--- src/rtl/csoc_regs.svh ---
// Constants for the clock source and output control block
`ifndef CSOC_REGS_SVH
`define CSOC_REGS_SVH
`define CSOC_NUM_OUTS     6
`define CSOC_LAST_SETTING 3'h5
`define CSOC_RST_SETTING  3'h0
`define CSOC_MODE_AUTO    2'h2
`define CSOC_MODE_REVERT  2'h3
`define CSOC_AUTO_BIT     1
`define CSOC_DIS_LOW      2'h0
`define CSOC_DIS_HIGH     2'h1
`endif

--- src/rtl/csoc_pkg.sv ---
// Types for the clock source and output control block
package csoc_pkg;
   // Per-output configuration bits
   typedef struct packed {
      logic       power_on;   // Output powered
      logic       gate;       // Output gated by the shutdown pin
      logic [1:0] dis_level;  // Level while suspended
   } csoc_out_cfg_t;
   // Per-output drive result
   typedef struct packed {
      logic run;    // Clock toggles
      logic level;  // Static level when stopped
      logic oe;     // Pin driven
   } csoc_out_drv_t;
   // Reference source state
   typedef enum logic { CSOC_ON_PRIMARY, CSOC_ON_SECONDARY } csoc_src_t;
endpackage

--- src/rtl/csoc_top.sv ---
// Clock source selection and output enable control
//
// Summary of operation
// - Select pins 000-101 load settings; others reserved
// - Bypass bit lets external clock skip oscillator
// - Primary choice bit swaps crystal and external roles
// - Pick pin: 0 primary, 1 secondary source
// - Mode 0x manual, 10 auto, 11 auto-revertive
// - Polarity bit: 0 pin active low, 1 high
// - Shutdown-function bit lets pin stop synthesizers globally
// - Power-on bit 0 floats output unless global shutdown is in force
// - Gated output suspends while pin is inactive
// - Shutdown function plus pin high suspends everything
// - Suspended output drives high, low or floats
`timescale 1ns/10ps
`include "csoc_regs.svh"
module csoc_top (
   // Clock and reset
   input  wire logic                                     CLK_SYS,
   input  wire logic                                     RESET_N,
   // Setting selector pins
   input  wire logic [2:0]                               SETTING_SEL,
   // Source control
   input  wire logic                                     CRYSTAL_BYPASS,
   input  wire logic                                     PRIMARY_SOURCE_CHOICE,
   input  wire logic                                     SOURCE_PICK_PIN,
   input  wire logic [1:0]                               SWITCHOVER_MODE,
   input  wire logic                                     CRYSTAL_REF_OK,
   input  wire logic                                     EXTERNAL_CLOCK_OK,
   // Shutdown and gating control
   input  wire logic                                     SHUTDOWN_OR_GATE_PIN,
   input  wire logic                                     PIN_POLARITY,
   input  wire logic                                     SHUTDOWN_FUNCTION,
   input  wire csoc_pkg::csoc_out_cfg_t [`CSOC_NUM_OUTS-1:0] OUT_CFG,
   // Setting status
   output logic [2:0]                                    SETTING_INDEX,
   output logic                                          SETTING_LOAD,
   // Source status
   output logic                                          OSC_BYPASS,
   output logic                                          ACTIVE_EXTERNAL,
   output logic                                          ON_SECONDARY,
   // Output drive
   output logic                                          GLOBAL_SHUTDOWN,
   output logic [`CSOC_NUM_OUTS-1:0]                     CLOCK_OUTPUT_RUN,
   output logic [`CSOC_NUM_OUTS-1:0]                     CLOCK_OUTPUT_LEVEL,
   output logic [`CSOC_NUM_OUTS-1:0]                     CLOCK_OUTPUT_OE
);
   import csoc_pkg::*;

   // Drive decision for one output
   function automatic csoc_out_drv_t out_drive(input csoc_out_cfg_t cfg,
                                               input logic global_sd,
                                               input logic pin_suspend);
      csoc_out_drv_t d;
      d.run   = 1'b0;
      d.level = 1'b0;
      d.oe    = 1'b0;
      if (!global_sd && !cfg.power_on) begin
         // Unpowered floats whatever the level select says
         d.oe = 1'b0;
      end else if (!global_sd && !(cfg.gate && pin_suspend)) begin
         d.run = 1'b1;
         d.oe  = 1'b1;
      end else begin
         // Suspended: level select chooses low, high or float
         d.level = (cfg.dis_level == `CSOC_DIS_HIGH);
         d.oe    = (cfg.dis_level == `CSOC_DIS_LOW) || d.level;
      end
      return d;
   endfunction

   // Decoded control terms
   wire logic       sel_valid;     // Selector code not reserved
   wire logic       pin_suspend;   // Pin off its enabling level
   wire logic       global_sd;     // Global shutdown in force
   wire logic       prim_ok;       // Current primary reference present
   wire logic       sec_ok;        // Current secondary reference present
   wire logic       auto_mode;     // Automatic switching enabled
   wire logic       revert_mode;   // Return to primary allowed

   assign sel_valid   = (SETTING_SEL <= `CSOC_LAST_SETTING);
   // Active level enables gated outputs; the other level suspends them
   assign pin_suspend = SHUTDOWN_OR_GATE_PIN ^ PIN_POLARITY;
   assign global_sd   = SHUTDOWN_FUNCTION && SHUTDOWN_OR_GATE_PIN;
   assign prim_ok     = PRIMARY_SOURCE_CHOICE ? EXTERNAL_CLOCK_OK : CRYSTAL_REF_OK;
   assign sec_ok      = PRIMARY_SOURCE_CHOICE ? CRYSTAL_REF_OK : EXTERNAL_CLOCK_OK;
   assign auto_mode   = SWITCHOVER_MODE[`CSOC_AUTO_BIT];
   assign revert_mode = (SWITCHOVER_MODE == `CSOC_MODE_REVERT);

   // State and output registers
   csoc_src_t                  src_r;         // Primary or secondary in use
   csoc_src_t                  src_nxt;
   logic [2:0]                 setting_r;     // Loaded setting
   logic [2:0]                 setting_nxt;
   logic                       load_r;        // Setting changed pulse
   logic                       bypass_r;      // Oscillator bypass
   logic                       ext_r;         // External input is reference
   logic                       gsd_r;         // Global shutdown flag
   logic [`CSOC_NUM_OUTS-1:0]  run_r;         // Per-output run
   logic [`CSOC_NUM_OUTS-1:0]  lvl_r;         // Per-output static level
   logic [`CSOC_NUM_OUTS-1:0]  oe_r;          // Per-output enable
   logic [`CSOC_NUM_OUTS-1:0]  run_nxt;
   logic [`CSOC_NUM_OUTS-1:0]  lvl_nxt;
   logic [`CSOC_NUM_OUTS-1:0]  oe_nxt;

   // Reserved codes keep the present setting
   assign setting_nxt = sel_valid ? SETTING_SEL : setting_r;

   // Source switchover decision
   always_comb begin
      src_nxt = src_r;
      if (!auto_mode) begin
         // Manual: pin picks directly
         src_nxt = SOURCE_PICK_PIN ? CSOC_ON_SECONDARY : CSOC_ON_PRIMARY;
      end else begin
         case (src_r)
            CSOC_ON_PRIMARY: begin
               // Leave a lost primary if secondary is there
               if (!prim_ok && sec_ok) begin
                  src_nxt = CSOC_ON_SECONDARY;
               end
            end
            CSOC_ON_SECONDARY: begin
               // Only the revertive mode comes back
               if (revert_mode && prim_ok) begin
                  src_nxt = CSOC_ON_PRIMARY;
               end
            end
            default: begin
               src_nxt = CSOC_ON_PRIMARY;
            end
         endcase
      end
   end

   // Per-output drive decisions
   always_comb begin
      csoc_out_drv_t d;
      d       = '0;
      run_nxt = '0;
      lvl_nxt = '0;
      oe_nxt  = '0;
      for (int i = 0; i < `CSOC_NUM_OUTS; i++) begin
         d          = out_drive(OUT_CFG[i], global_sd, pin_suspend);
         run_nxt[i] = d.run;
         lvl_nxt[i] = d.level;
         oe_nxt[i]  = d.oe;
      end
   end

   // Source and setting registers
   always_ff @(posedge CLK_SYS or negedge RESET_N) begin
      if (!RESET_N) begin
         src_r     <= CSOC_ON_PRIMARY;
         setting_r <= `CSOC_RST_SETTING;
         load_r    <= 1'b0;
         bypass_r  <= 1'b0;
         ext_r     <= 1'b0;
      end else begin
         src_r     <= src_nxt;
         setting_r <= setting_nxt;
         load_r    <= (setting_nxt != setting_r);
         bypass_r  <= CRYSTAL_BYPASS;
         // External is reference when role and next source in use differ
         ext_r     <= (src_nxt == CSOC_ON_SECONDARY) ^ PRIMARY_SOURCE_CHOICE;
      end
   end

   // Output drive registers
   always_ff @(posedge CLK_SYS or negedge RESET_N) begin
      if (!RESET_N) begin
         gsd_r <= 1'b0;
         run_r <= '0;
         lvl_r <= '0;
         oe_r  <= '0;
      end else begin
         gsd_r <= global_sd;
         run_r <= run_nxt;
         lvl_r <= lvl_nxt;
         oe_r  <= oe_nxt;
      end
   end

   // Port drivers
   assign SETTING_INDEX      = setting_r;
   assign SETTING_LOAD       = load_r;
   assign OSC_BYPASS         = bypass_r;
   assign ACTIVE_EXTERNAL    = ext_r;
   assign ON_SECONDARY       = (src_r == CSOC_ON_SECONDARY);
   assign GLOBAL_SHUTDOWN    = gsd_r;
   assign CLOCK_OUTPUT_RUN   = run_r;
   assign CLOCK_OUTPUT_LEVEL = lvl_r;
   assign CLOCK_OUTPUT_OE    = oe_r;

   // Checks
   AST_SETTING_LOAD: assert property (@(posedge CLK_SYS) disable iff (!RESET_N)
      sel_valid |=> SETTING_INDEX == $past(SETTING_SEL)) else $error("setting not loaded");
   AST_RESERVED_HOLD: assert property (@(posedge CLK_SYS) disable iff (!RESET_N)
      !sel_valid |=> $stable(SETTING_INDEX) && !SETTING_LOAD) else $error("reserved code changed setting");
   AST_BYPASS: assert property (@(posedge CLK_SYS) disable iff (!RESET_N)
      CRYSTAL_BYPASS |=> OSC_BYPASS) else $error("bypass not applied");
   AST_MANUAL_REF: assert property (@(posedge CLK_SYS) disable iff (!RESET_N)
      !auto_mode |=> ACTIVE_EXTERNAL == $past(SOURCE_PICK_PIN ^ PRIMARY_SOURCE_CHOICE))
      else $error("manual reference wrong");
   AST_AUTO_SWITCH: assert property (@(posedge CLK_SYS) disable iff (!RESET_N)
      auto_mode && !ON_SECONDARY && !prim_ok && sec_ok |=> ON_SECONDARY) else $error("no switchover");
   AST_NO_REVERT: assert property (@(posedge CLK_SYS) disable iff (!RESET_N)
      SWITCHOVER_MODE == `CSOC_MODE_AUTO && ON_SECONDARY |=> ON_SECONDARY) else $error("reverted in auto");
   AST_HIZ: assert property (@(posedge CLK_SYS) disable iff (!RESET_N)
      !global_sd && !OUT_CFG[0].power_on |=> !CLOCK_OUTPUT_OE[0] && !CLOCK_OUTPUT_RUN[0])
      else $error("unpowered output driven");
   AST_GATED: assert property (@(posedge CLK_SYS) disable iff (!RESET_N)
      !global_sd && OUT_CFG[0].power_on && OUT_CFG[0].gate |=> CLOCK_OUTPUT_RUN[0] == !$past(pin_suspend))
      else $error("gating wrong");
   AST_GLOBAL: assert property (@(posedge CLK_SYS) disable iff (!RESET_N)
      SHUTDOWN_FUNCTION && SHUTDOWN_OR_GATE_PIN |=> GLOBAL_SHUTDOWN && CLOCK_OUTPUT_RUN == '0)
      else $error("global shutdown missed");
   AST_DIS_LEVEL: assert property (@(posedge CLK_SYS) disable iff (!RESET_N)
      global_sd && OUT_CFG[0].dis_level == `CSOC_DIS_HIGH |=> CLOCK_OUTPUT_OE[0] && CLOCK_OUTPUT_LEVEL[0])
      else $error("disabled level wrong");
endmodule // csoc_top

--- config.mk ---
export PLATFORM = sky130hd
export DESIGN_NAME = csoc_top
export DESIGN_NICKNAME = d
export VERILOG_FILES = /design/src/rtl/csoc_pkg.sv /design/src/rtl/csoc_top.sv
export VERILOG_INCLUDE_DIRS = /design/src /design/src/rtl
export SDC_FILE = /design/constraint.sdc
export NUM_CORES = 1
export LEC_CHECK = 0
export BUFFER_PORTS_ARGS = -buffer_cell sky130_fd_sc_hd__buf_2
export CORE_ASPECT_RATIO = 0.7
export CORE_MARGIN = 8
export CORE_UTILIZATION = 40
export CTS_BUF_LIST = sky130_fd_sc_hd__clkbuf_8
export CTS_CLUSTER_SIZE = 40
export DETAILED_ROUTE_END_ITERATION = 16
export PLACE_DENSITY_LB_ADDON = 0.2
export SLEW_MARGIN = 10
export SYNTH_ARGS = -nofsm -noshare
export SYNTH_HDL_FRONTEND = slang
export SYNTH_SLANG_ARGS = --single-unit
--- constraint.sdc ---
create_clock -name CLK_SYS -period 1.1 [get_ports CLK_SYS]
set_input_delay 0.11 -clock CLK_SYS [delete_from_list [all_inputs] [get_ports CLK_SYS]]
set_output_delay 0.11 -clock CLK_SYS [all_outputs]
set_load 0.05 [all_outputs]
==> out/metrics.cfg, run 1 <==
[floorplan]
num_rows=16
die_w_um=80.05
core_area_sq_um=2763
ios=65
die_area_sq_um=4870
die_h_um=60.84
initial_core_util_pct=41.58

[logic_synthesis]
yosys.area.top_type=dfrtp_1
yosysMostFrequentCell=dfrtp_1
netlist_top_cells_count=dfrtp_1, nor2_1, a21oi_1
ys.flop_type=dfrtp_1
yosys.area.top_type_share_pct=56.64
async_flop_share_pct=100.0
synth_xor_area_share_pct=2.941
synth.distinct_cells=26
synthCells=101
synth-simple-area-share_pct=17.32
ys_ff_latch=26
synth-seq-area-share_pct=56.64
syn_area_sq_um=1149
synth_top_family_by_area=simple AND/OR/NAND/NOR gates
ys.warnings.count=0
syn_nets=140
synthAdderAreaFrac_pct=0
synth_compound_area_share_pct=16.56
synth_area_per_cell_sq_um=11.37
muxShareOfSynthArea_pct=0.9804
synth_area_leaders=dfrtp_1, nor3b_2, a21oi_1
synth_edf_count=0

[worst_setup_path]
critical_path_class=reg2reg
cp-start-kind=register
end_kind=register
slowest_delay_ns=0.42
path_buf_inv=0
cp.arrival_ns=1.29
r2r_cells=3
regToRegSetupSlack_ns=-0.04
path_delay_family=flip-flops
cp_cell_sequence=or3_4, a221oi_2, a21oi_1
worst_ep_required_time_ns=1.25
worstPathMaxFanout=4
crit_cells=3
slowest_stage=dfrtp_2

[pwr]
switching_share_pct=32.65
power.ir.vdd_worst_mv=0.7254
power_frac_seq_pct=45.9
p_sw_uw=748.9
clock_power_share_pct=26.3
p_int_mw=1.545
combPwrFrac_pct=27.9
leakage_nw=0.8621
pwr_density_cell_nw_per_um2=1415

[min_path]
hold_depth=2
hold_class=in2reg

[place]
portBuffers=64
place.gp.congestion=0.7529
hpwl_um=2375

[global_route]
grt_use_total_pct=11.89
grt_remaining_overflow=0
grt_first_pass_wirelength_um=4360
grt_max_degree=27
antenna_found_initial=0
grt_pass1_vias=950

[detailed_routing]
drt_iter0_markers=8
wl_um=2914
wl_per_cell_um=13.94
avgViaCountPerCell=4.603
ant_nets=0
met3_length_um=238
vias=962
drt_pass1_iterations=4
wl_met2_um=1435
m1WireLength_um=1200
top_layer_used=met4
drc=0

[clock_tree]
cts-root-buf=clkbuf_8
post_cts_buffers=0
tritoncts=yes
htreeDepth=1
clkTransAtPathRegs_ns=0.08
cts_sinks=26
cts_buffer_depth=2
clk_latency_ns=0.27
cts_buffers=3

[outcome]
violations=setup timing
outcome=finished, violations left

[sta]
rsz0062_at_grt=true
drv_slew=0
max-slew-margin-rel_pct=60.24
fin_hold_ws_ns=0.01553
setup_viol=1
fin_crit_ns=1.139
fin_crit_sh_pct=103.5
hold_viol_final=0
worst_pin_slew_ns=0.5963
fin_setup_tns_ns=-0.03871
setup_ws_ns=-0.03871
skew_ns=0.0001313
fmax_mhz=878.2

[layout]
fill_cells=242
syn2layout_area_growth_pct=41.07
diodes=0
multi_input_comb_area_sq_um=444.2
seqCellArea_sq_um=653.1
nets=213
drive_gt1_share_pct=47.40

[job]
cap_violations=0

[cells in the final DEF (no fill, tap or decap), types with 4 or more instances in the layout]
| cell | Yosys | final |
|---|---|---|
| nand2b_1 | 4 | 4 |
| dfrtp_1 | 26 | 24 |
| nor3b_2 | 6 | 6 |
| a31oi_1 | 6 | 6 |
| dlygate4sd3_1 | 0 | 6 |
| a21oi_1 | 9 | 9 |
| clkbuf_8 | 0 | 4 |
| buf_2 | 0 | 62 |
| nor2_1 | 12 | 12 |
| inv_1 | 8 | 8 |
| a21o_1 | 6 | 6 |
[cell type report]
class	count	share of cell area (%)
Inverter	8	1.853
Timing Repair Buffer	71	24.25
Tap cell	36	2.780
Sequential cell	26	40.31
Clock buffer	4	3.398
Multi-Input combinational cell	64	27.41
[metal layers]
layer  up-vias  global-route usage (%)
li1        488                       -
met1       435                   12.66
met2        35                   21.01
met3         4                   4.586
met4         0                   4.639
met5         -                       0
[timing repair]
action,in CTS,in global routing
resized for setup,0,4
hold buffers,5,1
setup endpoints to repair,1,4
endpoints found under the hold margin,30,1
gates cloned,0,0
[path summary, 6_finish.rpt]
check | to | from
worst max-delay path | SETTING_LOAD | SETTING_INDEX[1]
worst min register to register | SETTING_INDEX[0] | SETTING_INDEX[0]
max in group asynchronous | SETTING_INDEX[1] | RESET_N
worst max register to register | SETTING_LOAD | SETTING_INDEX[1]
worst min-delay path | CLOCK_OUTPUT_LEVEL[2] | OUT_CFG[9]
min in group asynchronous | ACTIVE_EXTERNAL | RESET_N
[sequential cells by signal, summed over array words and instances (netlist names)]
register            count
ACTIVE_EXTERNAL         1
CLOCK_OUTPUT_LEVEL      6
CLOCK_OUTPUT_OE         6
CLOCK_OUTPUT_RUN        6
GLOBAL_SHUTDOWN         1
ON_SECONDARY            1
OSC_BYPASS              1
SETTING_INDEX           3
SETTING_LOAD            1
[kinds of logic after synthesis]
| group | after synthesis |
|---|---|
| mux | 1 |
| compound gates | 29 |
| flops | 26 |
| simple gates | 31 |
| xor+xnor | 3 |
| buf+inv | 11 |
[metrics by stage]
stage	instances	utilization (%)	cell area [sq um]	power, mW	worst slack (ns)
2_1_floorplan	101	-	1151	1.489	-0.1270
3_3_place_gp	199	53.94	1490	1.683	-0.001708
3_5_place_dp	199	53.94	1490	1.694	-0.05550
4_1_cts	208	57.74	1595	2.319	-0.03511
5_1_grt	209	58.65	1620	2.414	-0.09185
6_report	209	58.65	1620	2.294	-0.03871
[power groups by stage]
stage | combinational [mW] | sequential, mW | clock, mW
detailed placement | 0.622 | 1.07 | 0
global route | 0.685 | 1.06 | 0.668
finish | 0.639 | 1.05 | 0.602
floorplan | 0.161 | 1.33 | 0
CTS | 0.637 | 1.05 | 0.630
global placement | 0.613 | 1.07 | 0
No activity file was read; power rests on OpenSTA's default activity.
==> run 2: changes to the inputs <==
--- a/config.mk
+++ b/config.mk
@@ -9,7 +9,7 @@
 export BUFFER_PORTS_ARGS = -buffer_cell sky130_fd_sc_hd__buf_2
 export CORE_ASPECT_RATIO = 0.7
 export CORE_MARGIN = 8
-export CORE_UTILIZATION = 40
+export CORE_UTILIZATION = 45
 export CTS_BUF_LIST = sky130_fd_sc_hd__clkbuf_8
 export CTS_CLUSTER_SIZE = 40
 export DETAILED_ROUTE_END_ITERATION = 16
==> constraint.sdc (replaced) <==
create_clock -name CLK_SYS -period 1.4 [get_ports CLK_SYS]
set_input_delay 0.14 -clock CLK_SYS [delete_from_list [all_inputs] [get_ports CLK_SYS]]
set_output_delay 0.14 -clock CLK_SYS [all_outputs]
set_load 0.05 [all_outputs]
==> run 2 against run 1 <==
- the flow now finishes without violations
- utilization increased by 4.4 points
- global-route usage increased by 0.15 points
- via count decreased by 1.8%
- register-to-register slack improved by 0.25 ns
- clock skew increased by 0.0031 ns
- setup slack improved by 0.25 ns
- non-clock buffer count decreased by 5
- sequential power decreased by 21%
- clock power decreased by 35%
- first-iteration DRC count increased to 3.8 times the previous value
- hold slack improved by 0.030 ns
- largest power group unchanged
- highest routed layer unchanged
==> out/metrics.cfg, run 2 (synthesis results as in run 1) <==
[clock_tree]
clk_latency_ns=0.26
cts_buffer_depth=2
clkTransAtPathRegs_ns=0.08
tritoncts=yes
htreeDepth=1
ctsResizeCount=0
cts-root-buf=clkbuf_8
cts_buffers=3
post_cts_buffers=0
cts_sinks=26
holdBufCountCts=2

[worst_setup_path]
slowest_stage=dfrtp_1
cp.arrival_ns=1.33
worst_ep_required_time_ns=1.54
slowest_delay_ns=0.41
cp-start-kind=register
cp_cell_sequence=or3_1, a221oi_2, a21oi_1
end_kind=register
worstPathMaxFanout=4
critical_path_class=reg2reg

[global_route]
antenna_found_initial=0
grt_remaining_overflow=0
grt_first_pass_wirelength_um=4367
grt_max_degree=27
grt_pass1_vias=974
grt_use_total_pct=12.03

[detailed_routing]
ant_nets=0
drt_pass1_iterations=4
wl_per_cell_um=13.20
drc=0
vias=945
avgViaCountPerCell=4.701
wl_um=2653
drt_iter0_markers=30

[sta]
fin_crit_ns=1.190
fin_setup_tns_ns=0
rsz0062_at_grt=false
skew_ns=0.003255
fmax_mhz=840.2
fin_crit_sh_pct=85.01
hold_viol_final=0
max-slew-margin-rel_pct=57.02
setup_viol=0
drv_slew=0
worst_pin_slew_ns=0.6447

[min_path]
hold_class=in2reg

[pwr]
switching_share_pct=32.96
power.ir.vdd_worst_mv=0.8699
p_sw_uw=560.2
power_frac_seq_pct=48.5
leakage_nw=0.8326
finalPower_mw=1.700
clock_power_share_pct=23.1
pwr_density_cell_nw_per_um2=1104
p_int_mw=1.140
combPwrFrac_pct=28.4

[layout]
layout_common_cells=buf_2, dfrtp_1, nor2_1
nets=208
instances_no_fill=201
syn2layout_area_growth_pct=33.99
design_area_sq_um=1539
fin_util_pct=63.08
final_common_cell=buf_2
diodes=0
drive_gt1_share_pct=45.51

[place]
dpl.cell_count=196
place.gp.congestion=0.7336
portBuffers=64
postPlaceCellArea_sq_um=1478
hpwl_um=2206

[floorplan]
ios=65
core_area_sq_um=2440
die_w_um=76.39
die_area_sq_um=4451
initial_core_util_pct=47.08
die_h_um=58.27
num_rows=15

[outcome]
outcome=finished clean

[job]
cap_violations=0

==> run 2: critical path: cells and delay by family (launching register included) <==
| family | cells | cell delay, ns |
|---|---|---|
| flops | 1 | 0.41 |
| compound gates | 2 | 0.29 |
| simple gates | 1 | 0.37 |
==> run 2: worst paths after layout <==
path,start,end,slack [ns],cells past startpoint
setup / recovery,SETTING_INDEX[1],SETTING_LOAD,0.21,3
hold / removal,OUT_CFG[9],CLOCK_OUTPUT_LEVEL[2],0.05,2
setup reg to reg,SETTING_INDEX[1],SETTING_LOAD,0.21,3
hold reg to reg,SETTING_INDEX[0],SETTING_INDEX[0],0.56,1
max in group asynchronous,RESET_N,CLOCK_OUTPUT_OE[5],0.62,2
min in group asynchronous,RESET_N,CLOCK_OUTPUT_LEVEL[2],0.41,2
==> run 2: layout make-up <==
type / count / area [sq um]
sequential: 26 / 650.6
timing repair buffer: 66 / 340.3
fill: 214 / 900.9
tap: 34 / 42.54
multi-input combinational: 64 / 434.2
inverter: 8 / 30.03
clock buffer: 3 / 41.29
==> run 2: per-layer routing <==
metal  GRT usage, %  up-vias  share of wire (%)
met5              0        -                  0
met2          20.56       37                 46
met4          2.452        0               0.38
met1          12.86      429                 43
met3          6.790        2                 10
li1               -      477                  -
==> run 2: metrics by stage <==
step,hold WS [ns],setup WS [ns]
final,0.04552,0.2099
after global placement,0.1611,0.2691
after floorplan,-0.1556,0.04546
after CTS,0.03823,0.2061
after detailed placement,0.1692,0.2078
after global routing,0.03440,0.1198
==> run 2: power by group through the flow <==
stage | Sequential [mW] | Clock (mW) | Combinational (mW)
4_1_cts | 0.825 | 0.409 | 0.489
5_1_grt | 0.831 | 0.442 | 0.521
6_report | 0.825 | 0.393 | 0.482
3_5_place_dp | 0.840 | 0 | 0.484
3_3_place_gp | 0.839 | 0 | 0.476
2_1_floorplan | 1.04 | 0 | 0.127
